<file path="config.mk">
export PLATFORM = sky130hd
export DESIGN_NAME = ccpu_unit
export DESIGN_NICKNAME = d
export VERILOG_FILES = /design/src/design/ccpu_unit.v
export VERILOG_INCLUDE_DIRS = /design/src /design/src/design
export SDC_FILE = /design/constraint.sdc
export NUM_CORES = 1
export LEC_CHECK = 0
export ABC_CLOCK_PERIOD_IN_PS = 2300
export BUFFER_PORTS_ARGS = -buffer_cell sky130_fd_sc_hd__buf_2
export CORE_MARGIN = 10
export CORE_UTILIZATION = 50
export DETAILED_ROUTE_END_ITERATION = 6
export GPL_TIMING_DRIVEN = 0
export PLACE_DENSITY = 0.86
export RECOVER_POWER = 50
export SLEW_MARGIN = 10
export SYNTH_ARGS = -nofsm -noshare
export SYNTH_HDL_FRONTEND = slang
export SYNTH_SLANG_ARGS = --single-unit
</file>
<file path="constraint.sdc">
create_clock -name CLK -period 2.3 [get_ports CLK]
set_input_delay 0.46 -clock CLK [delete_from_list [all_inputs] [get_ports CLK]]
set_output_delay 0.46 -clock CLK [all_outputs]
set_load 0.02 [all_outputs]
</file>
<file path="src/design/ccpu_defines.vh">
// constants of the capture/compare/pwm unit: register map, field layout,
// reset values and mode codes.
// assumes inclusion by bare name from the unit's design file.
`ifndef CCPU_DEFINES_VH
`define CCPU_DEFINES_VH

// register indices; byte address is four times the index
`define CCPU_IDX_VAL_LO    10'h015
`define CCPU_IDX_VAL_HI    10'h016
`define CCPU_IDX_CTRL      10'h017
`define CCPU_IDX_FLAG      10'h00c
`define CCPU_IDX_IRQ_EN    10'h08c
`define CCPU_ADDR_W        12

// control register fields
`define CCPU_MODE_HI       3
`define CCPU_MODE_LO       0
`define CCPU_DUTY_LO_HI    5
`define CCPU_DUTY_LO_LO    4
`define CCPU_CTRL_MASK     8'h3f
`define CCPU_CTRL_RESET    8'h00

// flag and enable bit position in their registers
`define CCPU_EVENT_BIT     2
`define CCPU_VAL_RESET     8'h00

// mode codes and mode classes (upper two bits)
`define CCPU_MODE_OFF      4'h0
`define CCPU_MODE_CAP_FALL 2'b00
`define CCPU_MODE_CAP_RISE 2'b01
`define CCPU_MODE_CAP_4TH  2'b10
`define CCPU_MODE_CAP_16TH 2'b11
`define CCPU_MODE_CMP_SET  4'h8
`define CCPU_MODE_CMP_CLR  4'h9
`define CCPU_MODE_CMP_SW   4'ha
`define CCPU_MODE_CMP_TRIG 4'hb
`define CCPU_CLASS_CAP     2'b01
`define CCPU_CLASS_CMP     2'b10
`define CCPU_CLASS_PWM     2'b11

// prescaler terminal counts
`define CCPU_PRESC_4TH     2'h3
`define CCPU_PRESC_16TH    4'hf

// one step of the extended timer two count
`define CCPU_T2_STEP       10'h001

// axi responses
`define CCPU_RESP_OKAY     2'b00
`define CCPU_RESP_SLVERR   2'b10

`endif

</file>
<file path="src/design/ccpu_unit.v">
// capture/compare/pwm unit with an axi4-lite register slave.
// assumes timer one, timer two and the port pin live outside; their
// counts arrive synchronous to CLK and the pin input is an ordinary level.
`timescale 1ns/1ps
`default_nettype none
`include "ccpu_defines.vh"

module ccpu_unit #(
  parameter VAL_W  = 16,
  parameter PRESC_W = 4
) (
  // clock and reset
  input  wire                    CLK,
  input  wire                    RST,
  // axi4-lite write address
  input  wire [`CCPU_ADDR_W-1:0] S_AXI_AWADDR,
  input  wire [2:0]              S_AXI_AWPROT,
  input  wire                    S_AXI_AWVALID,
  output wire                    S_AXI_AWREADY,
  // axi4-lite write data
  input  wire [31:0]             S_AXI_WDATA,
  input  wire [3:0]              S_AXI_WSTRB,
  input  wire                    S_AXI_WVALID,
  output wire                    S_AXI_WREADY,
  // axi4-lite write response
  output wire [1:0]              S_AXI_BRESP,
  output wire                    S_AXI_BVALID,
  input  wire                    S_AXI_BREADY,
  // axi4-lite read address
  input  wire [`CCPU_ADDR_W-1:0] S_AXI_ARADDR,
  input  wire [2:0]              S_AXI_ARPROT,
  input  wire                    S_AXI_ARVALID,
  output wire                    S_AXI_ARREADY,
  // axi4-lite read data
  output wire [31:0]             S_AXI_RDATA,
  output wire [1:0]              S_AXI_RRESP,
  output wire                    S_AXI_RVALID,
  input  wire                    S_AXI_RREADY,
  // unit pin
  input  wire                    UNIT_PIN_IN,
  output wire                    UNIT_PIN_OUT,
  // timer one
  input  wire [VAL_W-1:0]        TIMER_ONE_COUNT,
  output wire                    TIMER_ONE_RESET,
  // timer two
  input  wire [7:0]              TIMER_TWO_COUNT,
  input  wire [7:0]              TIMER_TWO_PERIOD,
  input  wire [1:0]              TIMER_TWO_FINE,
  input  wire                    TIMER_TWO_TICK,
  output wire                    TIMER_TWO_CLEAR,
  // event request
  output wire                    UNIT_EVENT_IRQ
);

  // byte address of a register index
  function [`CCPU_ADDR_W-1:0] byte_addr;
    input [9:0] idx;
    begin
      byte_addr = {idx, 2'b00};
    end
  endfunction

  // registers
  reg  [7:0]         val_lo_q;
  reg  [7:0]         val_lo_d;
  reg  [7:0]         val_hi_q;
  reg  [7:0]         val_hi_d;
  reg  [7:0]         ctrl_q;
  reg  [7:0]         ctrl_d;
  reg                flag_q;
  reg                flag_d;
  reg                irq_en_q;
  reg                irq_en_d;
  reg  [1:0]         fine_shadow_q;
  reg  [1:0]         fine_shadow_d;
  reg  [PRESC_W-1:0] presc_q;
  reg  [PRESC_W-1:0] presc_d;
  reg                out_q;
  reg                out_d;
  reg                match_q;
  reg                trig_q;
  reg                t2_clr_q;
  reg                pin_s1_q;
  reg                pin_s2_q;
  reg                pin_prev_q;

  // bus slave state
  reg                    aw_have_q;
  reg [`CCPU_ADDR_W-1:0] aw_addr_q;
  reg                    w_have_q;
  reg [7:0]              w_data_q;
  reg                    w_strb_q;
  reg                    bvalid_q;
  reg [1:0]              bresp_q;
  reg                    rvalid_q;
  reg [31:0]             rdata_q;
  reg [1:0]              rresp_q;

  wire [3:0] mode     = ctrl_q[`CCPU_MODE_HI:`CCPU_MODE_LO];
  wire       is_off   = (mode == `CCPU_MODE_OFF);
  wire       is_cap   = (mode[3:2] == `CCPU_CLASS_CAP);
  wire       is_cmp   = (mode[3:2] == `CCPU_CLASS_CMP);
  wire       is_pwm   = (mode[3:2] == `CCPU_CLASS_PWM);

  // pin edge detection on the synchronised level only
  wire pin_rise = pin_s2_q & ~pin_prev_q;
  wire pin_fall = ~pin_s2_q & pin_prev_q;

  // capture event select; the pin is observed whatever its direction
  reg cap_evt;
  always @* begin
    cap_evt = 1'b0;
    if (is_cap) begin
      case (mode[1:0])
        `CCPU_MODE_CAP_FALL: cap_evt = pin_fall;
        `CCPU_MODE_CAP_RISE: cap_evt = pin_rise;
        `CCPU_MODE_CAP_4TH:  cap_evt = pin_rise & (presc_q[1:0] == `CCPU_PRESC_4TH);
        `CCPU_MODE_CAP_16TH: cap_evt = pin_rise & (presc_q == `CCPU_PRESC_16TH);
        default:             cap_evt = 1'b0;
      endcase
    end
  end

  // compare acts once on the cycle the match begins, so a timer that
  // stops on the value does not retrigger the special event every cycle
  wire match_now = is_cmp & ({val_hi_q, val_lo_q} == TIMER_ONE_COUNT);
  wire cmp_hit   = match_now & ~match_q;

  // pwm timing
  wire [9:0] duty      = {val_lo_q, ctrl_q[`CCPU_DUTY_LO_HI:`CCPU_DUTY_LO_LO]};
  wire       pwm_roll  = is_pwm & TIMER_TWO_TICK & (TIMER_TWO_COUNT == TIMER_TWO_PERIOD);
  // the output latch is registered, so the match looks one step ahead and the
  // pin drops as the count reaches the duty; assumes one count step per clock
  wire [9:0] t2_ext_next = {TIMER_TWO_COUNT, TIMER_TWO_FINE} + `CCPU_T2_STEP;
  wire       pwm_match = is_pwm & ({val_hi_q, fine_shadow_q} == t2_ext_next);

  // bus decode
  wire wr_go   = aw_have_q & w_have_q & ~bvalid_q;
  wire wr_en   = wr_go & w_strb_q;
  wire wr_lo   = wr_en & (aw_addr_q == byte_addr(`CCPU_IDX_VAL_LO));
  wire wr_hi   = wr_en & (aw_addr_q == byte_addr(`CCPU_IDX_VAL_HI));
  wire wr_ctrl = wr_en & (aw_addr_q == byte_addr(`CCPU_IDX_CTRL));
  wire wr_flag = wr_en & (aw_addr_q == byte_addr(`CCPU_IDX_FLAG));
  wire wr_ien  = wr_en & (aw_addr_q == byte_addr(`CCPU_IDX_IRQ_EN));
  wire wr_map  = (aw_addr_q == byte_addr(`CCPU_IDX_VAL_LO)) |
                 (aw_addr_q == byte_addr(`CCPU_IDX_VAL_HI)) |
                 (aw_addr_q == byte_addr(`CCPU_IDX_CTRL)) |
                 (aw_addr_q == byte_addr(`CCPU_IDX_FLAG)) |
                 (aw_addr_q == byte_addr(`CCPU_IDX_IRQ_EN));
  wire ctrl_zero_wr = wr_ctrl & ((w_data_q & `CCPU_CTRL_MASK) == `CCPU_CTRL_RESET);
  wire ar_go   = S_AXI_ARVALID & ~rvalid_q;

  // register next state
  always @* begin
    val_lo_d      = val_lo_q;
    val_hi_d      = val_hi_q;
    ctrl_d        = ctrl_q;
    flag_d        = flag_q;
    irq_en_d      = irq_en_q;
    fine_shadow_d = fine_shadow_q;
    if (wr_lo)
      val_lo_d = w_data_q;
    if (wr_hi & ~is_pwm)
      val_hi_d = w_data_q;
    if (wr_ctrl)
      ctrl_d = w_data_q & `CCPU_CTRL_MASK;
    if (wr_ien)
      irq_en_d = w_data_q[`CCPU_EVENT_BIT];
    // capture beats a software write to the value bytes, last capture wins
    if (cap_evt)
      {val_hi_d, val_lo_d} = TIMER_ONE_COUNT;
    if (pwm_roll) begin
      val_hi_d      = val_lo_q;
      fine_shadow_d = ctrl_q[`CCPU_DUTY_LO_HI:`CCPU_DUTY_LO_LO];
    end
    if (is_off)
      fine_shadow_d = 2'b00;
    // software writes the flag; a hardware event in that cycle wins
    if (wr_flag)
      flag_d = w_data_q[`CCPU_EVENT_BIT];
    if (cap_evt | cmp_hit)
      flag_d = 1'b1;
  end

  // prescaler: kept across capture-to-capture switches, cleared otherwise
  always @* begin
    presc_d = presc_q;
    if (~is_cap)
      presc_d = {PRESC_W{1'b0}};
    else if (pin_rise)
      presc_d = presc_q + {{(PRESC_W-1){1'b0}}, 1'b1};
  end

  // output latch shared by compare and pwm
  always @* begin
    out_d = out_q;
    if (is_cmp & cmp_hit) begin
      if (mode == `CCPU_MODE_CMP_SET)
        out_d = 1'b1;
      else if (mode == `CCPU_MODE_CMP_CLR)
        out_d = 1'b0;
    end
    if (pwm_match)
      out_d = 1'b0;
    if (pwm_roll)
      out_d = (duty != 10'h000);
    if (is_off | ctrl_zero_wr)
      out_d = 1'b0;
  end

  always @(posedge CLK) begin
    if (RST) begin
      val_lo_q      <= `CCPU_VAL_RESET;
      val_hi_q      <= `CCPU_VAL_RESET;
      ctrl_q        <= `CCPU_CTRL_RESET;
      flag_q        <= 1'b0;
      irq_en_q      <= 1'b0;
      fine_shadow_q <= 2'b00;
      presc_q       <= {PRESC_W{1'b0}};
      out_q         <= 1'b0;
      match_q       <= 1'b0;
      trig_q        <= 1'b0;
      t2_clr_q      <= 1'b0;
      pin_s1_q      <= 1'b0;
      pin_s2_q      <= 1'b0;
      pin_prev_q    <= 1'b0;
    end else begin
      val_lo_q      <= val_lo_d;
      val_hi_q      <= val_hi_d;
      ctrl_q        <= ctrl_d;
      flag_q        <= flag_d;
      irq_en_q      <= irq_en_d;
      fine_shadow_q <= fine_shadow_d;
      presc_q       <= presc_d;
      out_q         <= out_d;
      match_q       <= match_now;
      trig_q        <= cmp_hit & (mode == `CCPU_MODE_CMP_TRIG);
      t2_clr_q      <= pwm_roll;
      pin_s1_q      <= UNIT_PIN_IN;
      pin_s2_q      <= pin_s1_q;
      pin_prev_q    <= pin_s2_q;
    end
  end

  // axi4-lite write path: address and data taken in either order
  always @(posedge CLK) begin
    if (RST) begin
      aw_have_q <= 1'b0;
      aw_addr_q <= {`CCPU_ADDR_W{1'b0}};
      w_have_q  <= 1'b0;
      w_data_q  <= 8'h00;
      w_strb_q  <= 1'b0;
      bvalid_q  <= 1'b0;
      bresp_q   <= `CCPU_RESP_OKAY;
    end else begin
      if (S_AXI_AWVALID & ~aw_have_q) begin
        aw_have_q <= 1'b1;
        aw_addr_q <= {S_AXI_AWADDR[`CCPU_ADDR_W-1:2], 2'b00};
      end
      if (S_AXI_WVALID & ~w_have_q) begin
        w_have_q <= 1'b1;
        w_data_q <= S_AXI_WDATA[7:0];
        w_strb_q <= S_AXI_WSTRB[0];
      end
      if (wr_go) begin
        aw_have_q <= 1'b0;
        w_have_q  <= 1'b0;
        bvalid_q  <= 1'b1;
        bresp_q   <= wr_map ? `CCPU_RESP_OKAY : `CCPU_RESP_SLVERR;
      end else if (bvalid_q & S_AXI_BREADY) begin
        bvalid_q <= 1'b0;
      end
    end
  end

  // read mux; reserved bits read zero
  reg [7:0] rd_byte;
  reg       rd_map;
  always @* begin
    rd_byte = 8'h00;
    rd_map  = 1'b1;
    case ({S_AXI_ARADDR[`CCPU_ADDR_W-1:2], 2'b00})
      byte_addr(`CCPU_IDX_VAL_LO): rd_byte = val_lo_q;
      byte_addr(`CCPU_IDX_VAL_HI): rd_byte = val_hi_q;
      byte_addr(`CCPU_IDX_CTRL):   rd_byte = ctrl_q;
      byte_addr(`CCPU_IDX_FLAG):   rd_byte[`CCPU_EVENT_BIT] = flag_q;
      byte_addr(`CCPU_IDX_IRQ_EN): rd_byte[`CCPU_EVENT_BIT] = irq_en_q;
      default:                     rd_map = 1'b0;
    endcase
  end

  always @(posedge CLK) begin
    if (RST) begin
      rvalid_q <= 1'b0;
      rdata_q  <= 32'h0000_0000;
      rresp_q  <= `CCPU_RESP_OKAY;
    end else if (ar_go) begin
      rvalid_q <= 1'b1;
      rdata_q  <= {24'h00_0000, rd_byte};
      rresp_q  <= rd_map ? `CCPU_RESP_OKAY : `CCPU_RESP_SLVERR;
    end else if (rvalid_q & S_AXI_RREADY) begin
      rvalid_q <= 1'b0;
    end
  end

  assign S_AXI_AWREADY   = ~aw_have_q;
  assign S_AXI_WREADY    = ~w_have_q;
  assign S_AXI_BVALID    = bvalid_q;
  assign S_AXI_BRESP     = bresp_q;
  assign S_AXI_ARREADY   = ~rvalid_q;
  assign S_AXI_RVALID    = rvalid_q;
  assign S_AXI_RDATA     = rdata_q;
  assign S_AXI_RRESP     = rresp_q;
  assign UNIT_PIN_OUT    = out_q;
  assign TIMER_ONE_RESET = trig_q;
  assign TIMER_TWO_CLEAR = t2_clr_q;
  assign UNIT_EVENT_IRQ  = flag_q & irq_en_q;

endmodule // ccpu_unit

`default_nettype wire

</file>
==> flow_metrics.py <==
metrics = {
    "outcome": {
        "status": "completed",
    },
    "setup_path": {
        "critical_path_required_ps": 2540,
        "cp_slowest_cell": "clkbuf_1",
        "critPathLaunch": "TIMER_TWO_FINE[0]",
        "endpoint_kind": "flip-flop",
        "crit_fanout": 9,
        "crit_buf_inv": 2,
        "cp-start-kind": "primary input",
        "cpPeakStageDelay_ps": 330,
        "critPathKind": "primary input to flip-flop",
        "cp.arrival_ps": 2340,
        "cp_cell_sequence": "buf_2, ha_1, clkbuf_1, xor3_1, or3_1, a211oi_2, o221a_2, a21o_1, a211oi_2",
        "critPathTopFamily": "compound AO/OA/AOI/OAI gates",
        "rr_startpoint": "val_hi_q[6]$_SDFFE_PP0P_",
        "cpMostUsedCell": "a211oi_2",
    },
    "finish": {
        "design_area_mm2": 0.004999,
        "mostFrequentLayoutCell": "buf_2",
        "antenna-diode-count": 0,
        "fin_util": 0.6145,
        "area_growth_pct": 21.21,
        "fillers": 717,
        "instances_no_fill": 712,
        "drive_gt1_frac": 0.2438,
        "layout_common_cells": "buf_2 (72), dfxtp_1 (70), nand2_1 (70), nor2_1 (44), clkbuf_1 (35)",
        "layout.nets": 713,
    },
    "sta": {
        "hold_viol": 0,
        "setup_violations": 0,
        "tightest_slew_ps": 657.3,
        "slew_viol_final": 0,
        "rsz0062_at_grt": "no",
        "finClkSkew_ps": 10.29,
        "slew_headroom": 0.5561,
        "period_share": 0.9107,
        "max_freq_mhz": 477.4,
        "period_minus_slack_ps": 2095,
    },
    "hold_path": {
        "min_from": "S_AXI_RREADY",
        "hold_class": "primary input to flip-flop",
    },
    "clock_tree": {
        "cts_buffer_depth": 2,
        "cts.sinks": 70,
        "cts-hold-fix-buffers": 0,
        "cts_resized": 0,
        "clock-root-buffer": "clkbuf_8",
        "cts_tree": "yes",
        "htreeDepth": 3,
        "postCtsSetupBuffers": 0,
        "tritoncts.num_buffers": 9,
        "clk_latency_ps": 360,
        "clkSlewWorstSetupHoldPaths_ps": 80,
    },
    "logic_synthesis": {
        "ys_seq_area_frac": 0.3398,
        "synth_area_mm2": 0.004124,
        "yosys.cell_types.count": 64,
        "ys_ff_latch": 70,
        "avgSynthCellArea_um2": 8.574,
        "ys_warn_count": 0,
        "synthFlopType": "dfxtp_1",
        "syn_inst": 481,
        "synth_edf_count": 0,
        "async_reset_ff_frac": 0,
    },
    "routing": {
        "drt_first_pass_iters": 6,
        "ant_nets": 0,
        "route.detailed.drc": 0,
        "vias_per_cell": 5.343,
        "drt_iter0_markers": 200,
        "num_vias": 3804,
        "wl_per_cell_um": 16.15,
        "wl_um": 11500,
    },
    "floorplanning": {
        "die_w_um": 110.8,
        "core_mm2": 0.008134,
        "io_pins": 154,
        "num_rows": 33,
        "initial_core_util": 0.5070,
        "dieArea_mm2": 0.01228,
        "floorplan.die.height_um": 110.8,
    },
    "placed_design": {
        "place_area_mm2": 0.004775,
        "hpwl_um": 9167,
        "place_inst": 696,
        "numPortBuffers": 85,
        "gp_congestion": 0.9291,
    },
    "grt": {
        "use_met1": 0.2051,
        "grtUsageTotal": 0.1824,
        "antenna_found_initial": 0,
        "grt_max_degree": 13,
        "use_met2": 0.3164,
        "grt_remaining_overflow": 0,
        "busiest_layer": "met2",
        "use_met3": 0.04654,
        "grt_pass1_wl_um": 18860,
        "grt_pass1_vias": 3951,
    },
    "power": {
        "p_per_area_mw_per_mm2": 576.3,
        "leakagePower_uw": 0.002091,
        "p_total_uw": 2881,
        "ir_drop_mv": 0.4426,
    },
    "job": {
        "max_cap_viol_count": 0,
    },
}
==> routing by layer <==
layer | vias up | share of wire
met5 | - | 0
met4 | 0 | 0.025
met3 | 27 | 0.063
met2 | 130 | 0.49
met1 | 1773 | 0.42
li1 | 1874 | -
==> path summary, 6_finish.rpt <==
check	cells past startpoint	slack, ps	end
worst max-delay path	9	210	UNIT_PIN_OUT$_SDFFE_PP0P_
worst min-delay path	2	280	S_AXI_RVALID$_SDFFE_PP0P_
worst max register to register	6	280	UNIT_PIN_OUT$_SDFFE_PP0P_
worst min register to register	1	460	pin_s2_q$_SDFF_PP0_
==> where the power goes <==
| part | switching (uW) | internal, uW | total (uW) |
|---|---|---|---|
| clock network | 477 | 752 | 1230 |
| registers | 28.7 | 1240 | 1270 |
| logic | 223 | 160 | 383 |
| total | 728 | 2150 | 2880 |
==> Yosys cell counts (3+ instances only) <==
cell / instances / share of area
o21ai_0: 11 / 0.013
mux2_1: 8 / 0.022
clkbuf_1: 14 / 0.013
a211oi_2: 12 / 0.036
nor3_1: 11 / 0.013
a22oi_1: 8 / 0.015
inv_1: 9 / 0.0082
a31oi_1: 5 / 0.0076
o21ai_1: 8 / 0.0097
a21oi_1: 25 / 0.030
buf_2: 6 / 0.0073
nand2_1: 70 / 0.064
mux2_2: 7 / 0.019
and2_1: 3 / 0.0046
buf_4: 27 / 0.049
nand3_1: 8 / 0.0097
nand4_1: 6 / 0.0091
or3_1: 5 / 0.0076
dfxtp_1: 70 / 0.34
xor2_1: 10 / 0.021
xnor2_1: 26 / 0.055
mux2i_1: 25 / 0.061
nor2b_1: 8 / 0.012
nor2_1: 44 / 0.040
==> layout make-up <==
class | instances | area (um^2) | area share
Inverter | 9 | 33.78 | 0.006758
Clock buffer | 11 | 141.4 | 0.02829
Clock inverter | 5 | 106.4 | 0.02128
Timing Repair Buffer | 85 | 401.6 | 0.08035
Multi-Input combinational cell | 377 | 2471 | 0.4944
Buffer | 50 | 311.5 | 0.06233
Sequential cell | 70 | 1401 | 0.2803
Tap cell | 105 | 131.4 | 0.02628
==> metrics by stage <==
stage               worst slack [ps]  hold slack, ps  TNS (ps)
floorplan                      172.8           413.8         0
global placement              -118.1           422.7    -118.1
detailed placement            -166.8           444.3    -166.8
CTS                            203.6           271.2         0
global route                   59.60           289.1         0
finish                         205.4           275.8         0
==> state kept, by name, indices dropped and copies added (netlist names), 2 cells and up <==
signal         count
S_AXI_RDATA        8
val_lo_q           8
ctrl_q             6
presc_q            4
w_data_q           8
val_hi_q           8
aw_addr_q         10
fine_shadow_q      2
==> worst register-to-register path: stages, from the launching register on <==
cell and delay (ps):
dfxtp_1 480, xor3_1 450, or3_1 320, a211oi_2 220
o221a_2 240, a21o_1 130, a211oi_2 60
==> logic make-up (layout without fill, tap and decap cells) <==
group	after synthesis	in the layout	synth area share
other	1	26	0.0009093
adder cells (fa/ha/maj)	2	2	0.006067
AND/OR/NAND/NOR	179	179	0.2124
XOR/XNOR	38	38	0.08799
buffers and inverters	59	160	0.08374
multiplexers	40	40	0.1016
AO/OA/AOI/OAI	92	92	0.1675
flip-flops	70	70	0.3398
Power figures use the tool's default switching activity.
